===== src/inc/dlgc_defines.vh =====
// dlgc_defines.vh: offsets, field positions, reset values and codes
// for the loop gain configuration register bank
// assumes: included by bare name from the design files
`ifndef DLGC_DEFINES_VH
`define DLGC_DEFINES_VH

// register offsets (8-bit address space)
`define DLGC_ADDR_DAMPING      8'h6b
`define DLGC_ADDR_DET_GAIN     8'h6c
`define DLGC_ADDR_STATUS       8'h6e

// reset values
`define DLGC_DAMPING_RESET     8'h13
`define DLGC_DET_GAIN_RESET    8'hc2

// field positions
`define DLGC_DAMP_CODE_MSB     2
`define DLGC_DAMP_CODE_LSB     0
`define DLGC_LOW_GAIN_MSB      6
`define DLGC_LOW_GAIN_LSB      4
`define DLGC_AUTO_EN_BIT       7
`define DLGC_ANA_GAIN_MSB      6
`define DLGC_ANA_GAIN_LSB      4
`define DLGC_DIG_GAIN_MSB      2
`define DLGC_DIG_GAIN_LSB      0

// status word fields
`define DLGC_STAT_EN_BIT       4
`define DLGC_STAT_GAIN_MSB     2
`define DLGC_STAT_GAIN_LSB     0

// writable bit masks (unused bits read zero)
`define DLGC_DAMPING_MASK      8'h77
`define DLGC_DET_GAIN_MASK     8'hf7

// bandwidth select codes
`define DLGC_BW_18HZ           2'h0
`define DLGC_BW_35HZ           2'h1
`define DLGC_BW_70HZ           2'h2

// locking mode codes
`define DLGC_MODE_DIGITAL      2'h0
`define DLGC_MODE_ANALOG       2'h1
`define DLGC_MODE_ANALOG_8K    2'h2

// damping factor in tenths
`define DLGC_DAMP_NONE         8'h00
`define DLGC_DAMP_1P2          8'h0c
`define DLGC_DAMP_2P5          8'h19
`define DLGC_DAMP_5            8'h32
`define DLGC_DAMP_10           8'h64
`define DLGC_DAMP_20           8'hc8

`endif


===== src/hdl/dlgc_damping_decode.v =====
// dlgc_damping_decode.v: turns a 3-bit damping code and bandwidth
// select into a damping factor in tenths
// assumes: purely combinational, driven from registered inputs
`timescale 1ns/1ps
`default_nettype none
`include "dlgc_defines.vh"

module dlgc_damping_decode (
  input  wire [2:0] code_in,
  input  wire [1:0] bandwidth_in,
  output reg  [7:0] factor_out,
  output reg        valid_out
);

  // code and bandwidth lookup
  always @* begin
    factor_out = `DLGC_DAMP_NONE;
    valid_out  = 1'b1;
    case (code_in)
      3'h1: factor_out = `DLGC_DAMP_1P2;
      3'h2: factor_out = `DLGC_DAMP_2P5;
      3'h3: factor_out = `DLGC_DAMP_5;
      3'h4: begin
        if (bandwidth_in == `DLGC_BW_18HZ) begin
          factor_out = `DLGC_DAMP_5;
        end else begin
          factor_out = `DLGC_DAMP_10;
        end
      end
      3'h5: begin
        case (bandwidth_in)
          `DLGC_BW_18HZ: factor_out = `DLGC_DAMP_5;
          `DLGC_BW_35HZ: factor_out = `DLGC_DAMP_10;
          default:       factor_out = `DLGC_DAMP_20;
        endcase
      end
      default: valid_out = 1'b0; // undefined code
    endcase
  end

endmodule // dlgc_damping_decode
`default_nettype wire


===== src/hdl/dlgc_regs.v =====
// dlgc_regs.v: configuration register bank for two loops: damping
// code of the first loop and secondary detector gain of the second
// assumes: single clock, synchronous active-high reset, one-cycle
// strobes from a simple master, read data valid the cycle after
//
// Chosen here: the plain strobed port.
`timescale 1ns/1ps
`default_nettype none
`include "dlgc_defines.vh"

module dlgc_regs (
  input  wire       ref_clk_in,
  input  wire       rst_in,
  input  wire [7:0] addr_in,
  input  wire [7:0] wdata_in,
  input  wire       wr_in,
  input  wire       rd_in,
  output reg  [7:0] rdata_out,
  input  wire [1:0] bandwidth_sel_in,
  input  wire [1:0] lock_mode_in,
  output reg  [7:0] pll1_damping_factor_out,
  output reg        pll1_damping_valid_out,
  output reg  [2:0] pll1_analog_low_rate_gain_out,
  output reg        pll2_detector_enable_out,
  output reg  [2:0] pll2_detector_gain_out
);

  // register storage and next values
  reg  [7:0] pll1_damping_config_q;
  reg  [7:0] pll1_damping_config_d;
  reg  [7:0] pll2_detector_gain_config_q;
  reg  [7:0] pll2_detector_gain_config_d;

  // address decode
  wire       hit_damping;
  wire       hit_det_gain;
  wire       hit_status;
  wire       wr_damping;
  wire       wr_det_gain;

  // register fields
  wire [2:0] pll1_damping_code;
  wire [2:0] pll1_analog_low_rate_gain;
  wire       pll2_auto_gain_enable;
  wire [2:0] pll2_analog_path_gain;
  wire [2:0] pll2_digital_path_gain;

  // damping decoder inputs and results
  reg  [1:0] bandwidth_norm;
  wire [7:0] factor_w;
  wire       valid_w;

  // locking mode flags
  reg        mode_digital;
  reg        mode_analog;
  reg        mode_analog_low;

  // detector selection
  reg        det_en_d;
  reg  [2:0] det_gain_d;

  // read path
  reg  [7:0] status_d;
  reg  [7:0] rdata_d;

  // which register the bus points at
  assign hit_damping  = (addr_in == `DLGC_ADDR_DAMPING);
  assign hit_det_gain = (addr_in == `DLGC_ADDR_DET_GAIN);
  assign hit_status   = (addr_in == `DLGC_ADDR_STATUS);

  // status place is read-only, so only two write enables
  assign wr_damping  = wr_in & hit_damping;
  assign wr_det_gain = wr_in & hit_det_gain;

  // field slices of the stored words
  assign pll1_damping_code =
    pll1_damping_config_q[`DLGC_DAMP_CODE_MSB:`DLGC_DAMP_CODE_LSB];
  assign pll1_analog_low_rate_gain =
    pll1_damping_config_q[`DLGC_LOW_GAIN_MSB:`DLGC_LOW_GAIN_LSB];
  assign pll2_auto_gain_enable =
    pll2_detector_gain_config_q[`DLGC_AUTO_EN_BIT];
  assign pll2_analog_path_gain =
    pll2_detector_gain_config_q[`DLGC_ANA_GAIN_MSB:`DLGC_ANA_GAIN_LSB];
  assign pll2_digital_path_gain =
    pll2_detector_gain_config_q[`DLGC_DIG_GAIN_MSB:`DLGC_DIG_GAIN_LSB];

  // next value of the damping word
  // unused bits dropped
  always @* begin
    pll1_damping_config_d = pll1_damping_config_q;
    if (wr_damping) begin
      pll1_damping_config_d = wdata_in & `DLGC_DAMPING_MASK;
    end
  end

  // next value of the detector gain word
  // bit 3 dropped
  always @* begin
    pll2_detector_gain_config_d = pll2_detector_gain_config_q;
    if (wr_det_gain) begin
      pll2_detector_gain_config_d = wdata_in & `DLGC_DET_GAIN_MASK;
    end
  end

  // register storage, back to default words on reset
  always @(posedge ref_clk_in) begin
    if (rst_in) begin
      pll1_damping_config_q       <= `DLGC_DAMPING_RESET;
      pll2_detector_gain_config_q <= `DLGC_DET_GAIN_RESET;
    end else begin
      pll1_damping_config_q       <= pll1_damping_config_d;
      pll2_detector_gain_config_q <= pll2_detector_gain_config_d;
    end
  end

  // bandwidth code 3 is taken as the widest setting
  always @* begin
    case (bandwidth_sel_in)
      `DLGC_BW_18HZ: bandwidth_norm = `DLGC_BW_18HZ;
      `DLGC_BW_35HZ: bandwidth_norm = `DLGC_BW_35HZ;
      default:       bandwidth_norm = `DLGC_BW_70HZ;
    endcase
  end

  dlgc_damping_decode u_decode (
    .code_in      (pll1_damping_code),
    .bandwidth_in (bandwidth_norm),
    .factor_out   (factor_w),
    .valid_out    (valid_w)
  );

  // one flag per locking mode; code 3 falls back to digital
  always @* begin
    mode_digital    = 1'b0;
    mode_analog     = 1'b0;
    mode_analog_low = 1'b0;
    case (lock_mode_in)
      `DLGC_MODE_ANALOG:    mode_analog     = 1'b1;
      `DLGC_MODE_ANALOG_8K: mode_analog_low = 1'b1;
      default:              mode_digital    = 1'b1;
    endcase
  end

  always @* begin
    det_en_d = 1'b0;
    if (pll2_auto_gain_enable) begin
      det_en_d = 1'b1;
    end
  end

  // gain pick; the digital field is the fallback
  always @* begin
    det_gain_d = pll2_digital_path_gain;
    if (pll2_auto_gain_enable) begin
      if (mode_analog) begin
        det_gain_d = pll2_analog_path_gain;
      end
      // low-rate gain lives outside this bank
      if (mode_analog_low) begin
        det_gain_d = 3'h0;
      end
      if (mode_digital) begin
        det_gain_d = pll2_digital_path_gain;
      end
    end
  end

  // status word: detector enable and selected gain, rest zero
  always @* begin
    status_d                                         = 8'h00;
    status_d[`DLGC_STAT_EN_BIT]                      = det_en_d;
    status_d[`DLGC_STAT_GAIN_MSB:`DLGC_STAT_GAIN_LSB] = det_gain_d;
  end

  // read mux
  // unused bits and places read zero
  always @* begin
    rdata_d = 8'h00;
    if (hit_damping) begin
      rdata_d = pll1_damping_config_q;
    end
    if (hit_det_gain) begin
      rdata_d = pll2_detector_gain_config_q;
    end
    if (hit_status) begin
      rdata_d = status_d;
    end
  end

  // read data, present only in the cycle after the strobe
  always @(posedge ref_clk_in) begin
    if (rst_in) begin
      rdata_out <= 8'h00;
    end else if (rd_in) begin
      rdata_out <= rdata_d;
    end else begin
      rdata_out <= 8'h00;
    end
  end

  always @(posedge ref_clk_in) begin
    if (rst_in) begin
      pll1_damping_factor_out <= 8'h00;
    end else begin
      pll1_damping_factor_out <= factor_w;
    end
  end

  // codes 0, 6 and 7 flagged as undefined
  always @(posedge ref_clk_in) begin
    if (rst_in) begin
      pll1_damping_valid_out <= 1'b0;
    end else begin
      pll1_damping_valid_out <= valid_w;
    end
  end

  // low-rate analog gain field handed on as stored
  always @(posedge ref_clk_in) begin
    if (rst_in) begin
      pll1_analog_low_rate_gain_out <= 3'h0;
    end else begin
      pll1_analog_low_rate_gain_out <= pll1_analog_low_rate_gain;
    end
  end

  // registered detector enable
  always @(posedge ref_clk_in) begin
    if (rst_in) begin
      pll2_detector_enable_out <= 1'b0;
    end else begin
      pll2_detector_enable_out <= det_en_d;
    end
  end

  // registered detector gain
  always @(posedge ref_clk_in) begin
    if (rst_in) begin
      pll2_detector_gain_out <= 3'h0;
    end else begin
      pll2_detector_gain_out <= det_gain_d;
    end
  end

endmodule // dlgc_regs
`default_nettype wire


===== config.mk =====
export PLATFORM = sky130hd
export DESIGN_NAME = dlgc_regs
export DESIGN_NICKNAME = d
export VERILOG_FILES = /design/src/hdl/dlgc_damping_decode.v /design/src/hdl/dlgc_regs.v
export VERILOG_INCLUDE_DIRS = /design/src /design/src/inc
export SDC_FILE = /design/constraint.sdc
export NUM_CORES = 1
export LEC_CHECK = 0
export ABC_AREA = 1
export BUFFER_PORTS_ARGS = -buffer_cell sky130_fd_sc_hd__buf_2
export CORE_ASPECT_RATIO = 0.6
export CORE_UTILIZATION = 50
export CTS_CLUSTER_DIAMETER = 100
export CTS_CLUSTER_SIZE = 28
export DETAILED_ROUTE_END_ITERATION = 7
export PLACE_DENSITY_LB_ADDON = 0.25
export SLEW_MARGIN = 5
export SYNTH_ARGS = -nofsm -noshare
export SYNTH_HDL_FRONTEND = slang
export SYNTH_SLANG_ARGS = --single-unit
export TNS_END_PERCENT = 20

===== constraint.sdc =====
create_clock -name ref_clk_in -period 2.61 [get_ports ref_clk_in]
set_clock_uncertainty 0.2 [all_clocks]
set_input_delay 0.1305 -clock ref_clk_in [delete_from_list [all_inputs] [get_ports ref_clk_in]]
set_output_delay 0.1305 -clock ref_clk_in [all_outputs]
set_load 0.005 [all_outputs]

* Yosys cells after proc, flatten, opt, wreduce, memory -nomap -nowiden
Cells that the tools add are included.
** Word-level totals
- Register bits :: 37
- Bits of input ports :: 24
- Output and inout port bits :: 24
- Word-level logic and storage cells :: 45
** Cells by class
- Equal/unequal tests :: 12
- Mux-type cells :: 15
- Bitwise logic cells :: 3
- Reduce and logical (&&, ||, !) cells :: 6
** Operator list (count)
- case mux 8 bit (5 select lines) :: 1
- equality test 8 x 7 -> 1 bit (second input constant) :: 3
- case mux 8 bit (2 select lines) :: 1
- 2-to-1 mux 7 bit :: 2
- 2-to-1 mux 3 bit :: 4
- 2-to-1 mux 8 bit :: 1
- equality test 2 x 1 -> 1 bit (second input constant) :: 3
- equality test 3 x 2 -> 1 bit (second input constant) :: 2
- equality test 3 bit (second input constant) :: 2
- 2-to-1 mux 5 bit :: 1
- OR reduction 5 bit :: 1
- logical NOT 2 bit :: 2
- 2-to-1 mux 1 bit :: 4
- case mux 2 bit (2 select lines) :: 1
- OR reduction 2 bit :: 2
- equality test 3 x 1 -> 1 bit (second input constant) :: 1
- OR reduction 3 bit :: 1
- bitwise AND 1 bit :: 2
- equality test 2 bit (second input constant) :: 1
- inverter 1 bit :: 1

* Longest topological paths before layout
- Depth after elaboration :: 7
- Gate-level depth with buffers :: 9
- Mapped depth without buffers :: 9

* Modules after synthesis
From an unflattened synthesis, not the netlist that was laid out.
** Unflattened totals
- Cell total of the unflattened synthesis :: 271
- Area total of the unflattened synthesis :: 1784.2 um^2
** Modules (own cells, without submodules)
- dlgc_regs :: instances 1, cells an instance 237, area an instance 1619.1 um^2, seq. area each 720.7 um^2
- dlgc_damping_decode :: instances 1, cells an instance 34, area an instance 165.2 um^2, seq. area each 0.0 um^2

* Least setup slack after synthesis
Ideal clock, no wire load.
- Path kind :: register -> register
- From :: reg pll1_damping_config_q[2]
- To :: reg pll1_damping_factor_out[3]
- Setup time :: 0.074 ns
- Arrival time :: 0.983 ns
- Data required time :: 2.336 ns
- Slack :: 1.353 ns
- Cell stages (with the launch flop) :: 6
- Path buffers :: 0
- Clock period less this slack :: 1.257 ns
- Cell sequence :: dfxtp_1 -> inv_2 -> ha_1 -> nand2_1 -> nand2_1 -> a31oi_1
** On the way
- Longest elaborated chain between the ends :: 2
- Elaborated cells on any way between the ends :: 6
- Those cells by class :: eq/ne: 5; mux: 1
** RTL lines
- from (decl) :: RTL line dlgc_regs.v:29 : reg [7:0] pll1_damping_config_q;
- from (signal assigned) :: RTL line dlgc_regs.v:108 : pll1_damping_config_q <= `DLGC_DAMPING_RESET;
- from (signal assigned) :: RTL line dlgc_regs.v:111 : pll1_damping_config_q <= pll1_damping_config_d;
- equality test 3 bit (tied with other cells) :: RTL line dlgc_damping_decode.v:19 : case (code_in)
- case mux 8 bit (5 select lines) * :: RTL line dlgc_damping_decode.v:19
- to (signal assigned) :: RTL line dlgc_regs.v:205 : pll1_damping_factor_out <= factor_w;
- to (decl) :: RTL line dlgc_regs.v:21 : output reg [7:0] pll1_damping_factor_out,
Mark *: on every way between the ends. The rest lies on a longest branch, timed or not.
A chain may end at the register's enable or synchronous reset.

* Worst setup path after layout
- From :: reg pll1_damping_config_q[2]
- To :: reg pll1_damping_factor_out[6]
Same word-level chain as after synthesis.

==> out/summary.json <==
{
  "number_of_global_route_vias_before_repair": 1239,
  "drt_first_iter_violations": 189,
  "cp_data_arrival_time_ps": 1740,
  "ir_drop_mv": 0.383,
  "highest_layer": "met4",
  "final-instance-count-excl-fill": 330,
  "post_cts_resize_count": 0,
  "clk-insertion-delay-late_ps": 290,
  "cts_buffer_depth": 2,
  "worst_r2r_path_depth": 5,
  "nNetsFinal": 315,
  "worst_ep_required_time_ps": 2640,
  "cts.sink_count": 36,
  "antennaDiodeCount": 0,
  "die_h_um": 45.9,
  "cts_inserted_buffers": 5,
  "count_of_buffers_from_port_buffering": 45,
  "globalRouteTotalUtil_pct": 23.0,
  "cpMostUsedCell": "nor2_1",
  "layout-area-overhead-vs-synth_pct": 27.2,
  "std_cell_core_area_um2": 2970,
  "area_of_all_placed_cells_without_fillers_um2": 2040,
  "synth_seq_area_share_pct": 44.9,
  "synth.avg_cell_area_um2": 7.01,
  "drc": 0,
  "grt_overflow_total": 0,
  "dpl.cell_count": 312,
  "timing.critical_path.depth": 5,
  "netlist_top_cells_area": "dfxtp_1 (45%), nand2_1 (16%), nor2_1 (11%)",
  "ioPinCount": 48,
  "power-per-cell-area_nw_per_um2": 510,
  "crit_path_end": "pll1_damping_factor_out[6]",
  "synth_top_cell_area_share_pct": 44.9,
  "num_rows": 15,
  "worstPathMaxFanout": 5,
  "fin_total_pwr_uw": 1040,
  "post_syn_instances": 229,
  "max_cap_violations": 0,
  "synth_nets": 257,
  "post-route-period-util_pct": 65.8,
  "route.final.wire_length_um": 3610,
  "crit_path_top_delay_cell": "dlygate4sd3_1",
  "dpl_cell_area_um2": 1850,
  "dpl_wire_length_um": 2660,
  "clk_transition_reported_paths_ps": 80,
  "grt_antenna_before_repair": 0,
  "reg_to_reg_startpoint": "pll1_damping_config_q[2]",
  "seqCellArea_um2": 721,
  "worst_setup_path_start_kind": "register",
  "critical_path_startpoint": "pll1_damping_config_q[2]",
  "cts-htree-levels": 2,
  "cells_along_the_critical_path": "inv_2 > nor2_1 > o21ai_0 > dlygate4sd3_1 > nor2_1",
  "worst_path_dominant_cell_family": "buffers and inverters",
  "multi_input_area_um2": 747,
  "maximum_number_of_pins_on_one_net_before_global_route_repair": 16,
  "drtPass1Iterations": 5,
  "drive_gt1_share_pct": 24.3,
  "met3_length_um": 341,
  "yosys_warnings": 0,
  "worstSetupPathType": "register to register",
  "critical_path.reg2reg.endpoint": "pll1_damping_factor_out[6]",
  "slowest_delay_ps": 570,
  "max_freq_mhz": 582,
  "antenna_violating_nets_post_route": 0,
  "chip_width_um": 75.2,
  "grt_first_pass_wirelength_um": 5620,
  "worst_hold_slack_ps": 5.53,
  "report.final.setup_viol": 0,
  "p_leak_uw": 0.00116,
  "syn_area_um2": 1610,
  "dr_wl_met2_um": 1380,
  "route.vias.total": 1541,
  "synthDistinctLibCells": 23,
  "die-area_um2": 3450,
  "grt_setup_unrepaired": "false",
  "routabilityCongestion": 0.865,
  "timing.critical_path.buf_inv": 2,
  "ff2ff_setup_slack_ps": 890,
  "wl_per_cell_um": 10.9,
  "synth.ff_latch_count": 36,
  "post-route-min-period_ps": 1720,
  "cts_root_buffer": "clkbuf_8",
  "timing.final.hold_violations": 0,
  "tritoncts": "yes",
  "holdCritPathClass": "primary input to register",
  "number_of_fill_cells_in_the_layout": 255,
  "run_status": "finished clean",
  "initial_utilization_pct": 54.1,
  "avgViaCountPerCell": 4.67,
  "timing_max_transition_violations_final": 0,
  "m1WireLength_um": 1850,
  "cp-end-kind": "register",
  "yosysTopAreaCell": "dfxtp_1",
  "fin_setup_tns_ps": 0
}
[timing repair]
item | 4_1_cts | 5_1_grt
setup endpoints to repair | 0 | 0
hold endpoints to repair | 21 | 0
setup buffers | 0 | 0
hold buffers | 10 | 0
[report_power, final]
group          internal [uW]  switching (uW)
logic                   38.3            51.9
clock network            186             205
registers                557            2.16
[final cells by class]
type                    instances  share of cell area, %
clock buffers                   5                   3.37
clock inverters                 3                  0.919
inverters                      29                   5.33
multi-input cells             160                   36.6
flip-flops and latches         36                   35.3
well taps                      42                   2.57
repair buffers                 55                   15.9
[metrics by stage]
stage	util (%)	setup WS (ps)
2_1_floorplan	-	1350
3_3_place_gp	62.5	1170
3_5_place_dp	62.5	1170
4_1_cts	68.9	916
5_1_grt	68.9	784
6_report	68.9	892
[Yosys cell counts]
library cell	instances
o21ai_0	1
buf_2	2
nand3_4	1
nand4_1	3
nand2_2	5
a31oi_1	1
nand3_1	11
nand2_1	67
nor2_1	46
inv_1	23
nand2_4	1
a21oi_1	7
dfxtp_1	36
nor3_1	7
nor2_4	2
buf_6	1
nor2_8	1
ha_1	4
conb_1	1
o21ai_1	1
nor2_2	1
inv_2	6
buf_4	1
[sequential cells by signal, indices dropped and copies added, names as in the netlist]
name                           cells
rdata_out                          7
pll1_analog_low_rate_gain_out      3
pll1_damping_valid_out             1
pll1_damping_config_q              6
pll2_detector_gain_out             3
pll1_damping_factor_out            8
pll2_detector_enable_out           1
pll2_detector_gain_config_q        7
[worst reg2reg max path: stages, from the launching register on]
cell           delay [ps]
dfxtp_1               390
inv_2                  80
nor2_1                210
o21ai_0               120
dlygate4sd3_1         570
nor2_1                100
[cell usage in the layout (no fill, tap or decap)]
cell type      count
o21ai_0            1
nor2_2             1
nand2_4            1
ha_1               4
buf_2             45
clkinv_2           2
nor3_1             7
inv_1             23
conb_1             1
nand3_4            1
a31oi_1            1
clkbuf_8           5
nor2_1            46
a21oi_1            7
dfxtp_1           36
nor2_4             2
clkinv_4           1
nand2_2            5
nand3_1           11
nand2_1           67
nand4_1            3
o21ai_1            1
dlygate4sd3_1     10
inv_2              6
nor2_8             1
[worst min path at each step]
stage | from | to | slack, ps | depth (start not counted)
after floorplan | wdata_in[0] | pll1_damping_config_q[0] | 40 | 2
after global placement | wdata_in[7] | pll2_detector_gain_config_q[7] | 130 | 3
after detailed placement | wdata_in[7] | pll2_detector_gain_config_q[7] | 130 | 3
after CTS | bandwidth_sel_in[1] | pll1_damping_factor_out[2] | 1 | 4
after global routing | bandwidth_sel_in[1] | pll1_damping_factor_out[2] | 60 | 4
final | bandwidth_sel_in[1] | pll1_damping_factor_out[2] | 6 | 4
[metal layers]
layer / global-route usage (%) / vias to the layer above
met5: 0 / -
met4: 6.67 / 0
met3: 7.74 / 5
met2: 32.1 / 65
met1: 33.5 / 654
li1: - / 817
[cell families (layout without fill, tap and decap cells)]
group	after synthesis	after routing	synth area share, %
fa+ha+maj	4	4	3.12
flops	36	36	44.9
compound gates	10	10	3.20
simple gates	145	145	40.0
buf+inv	33	92	8.57
other cells	1	1	0.234
(Power assumes the default switching activity.)
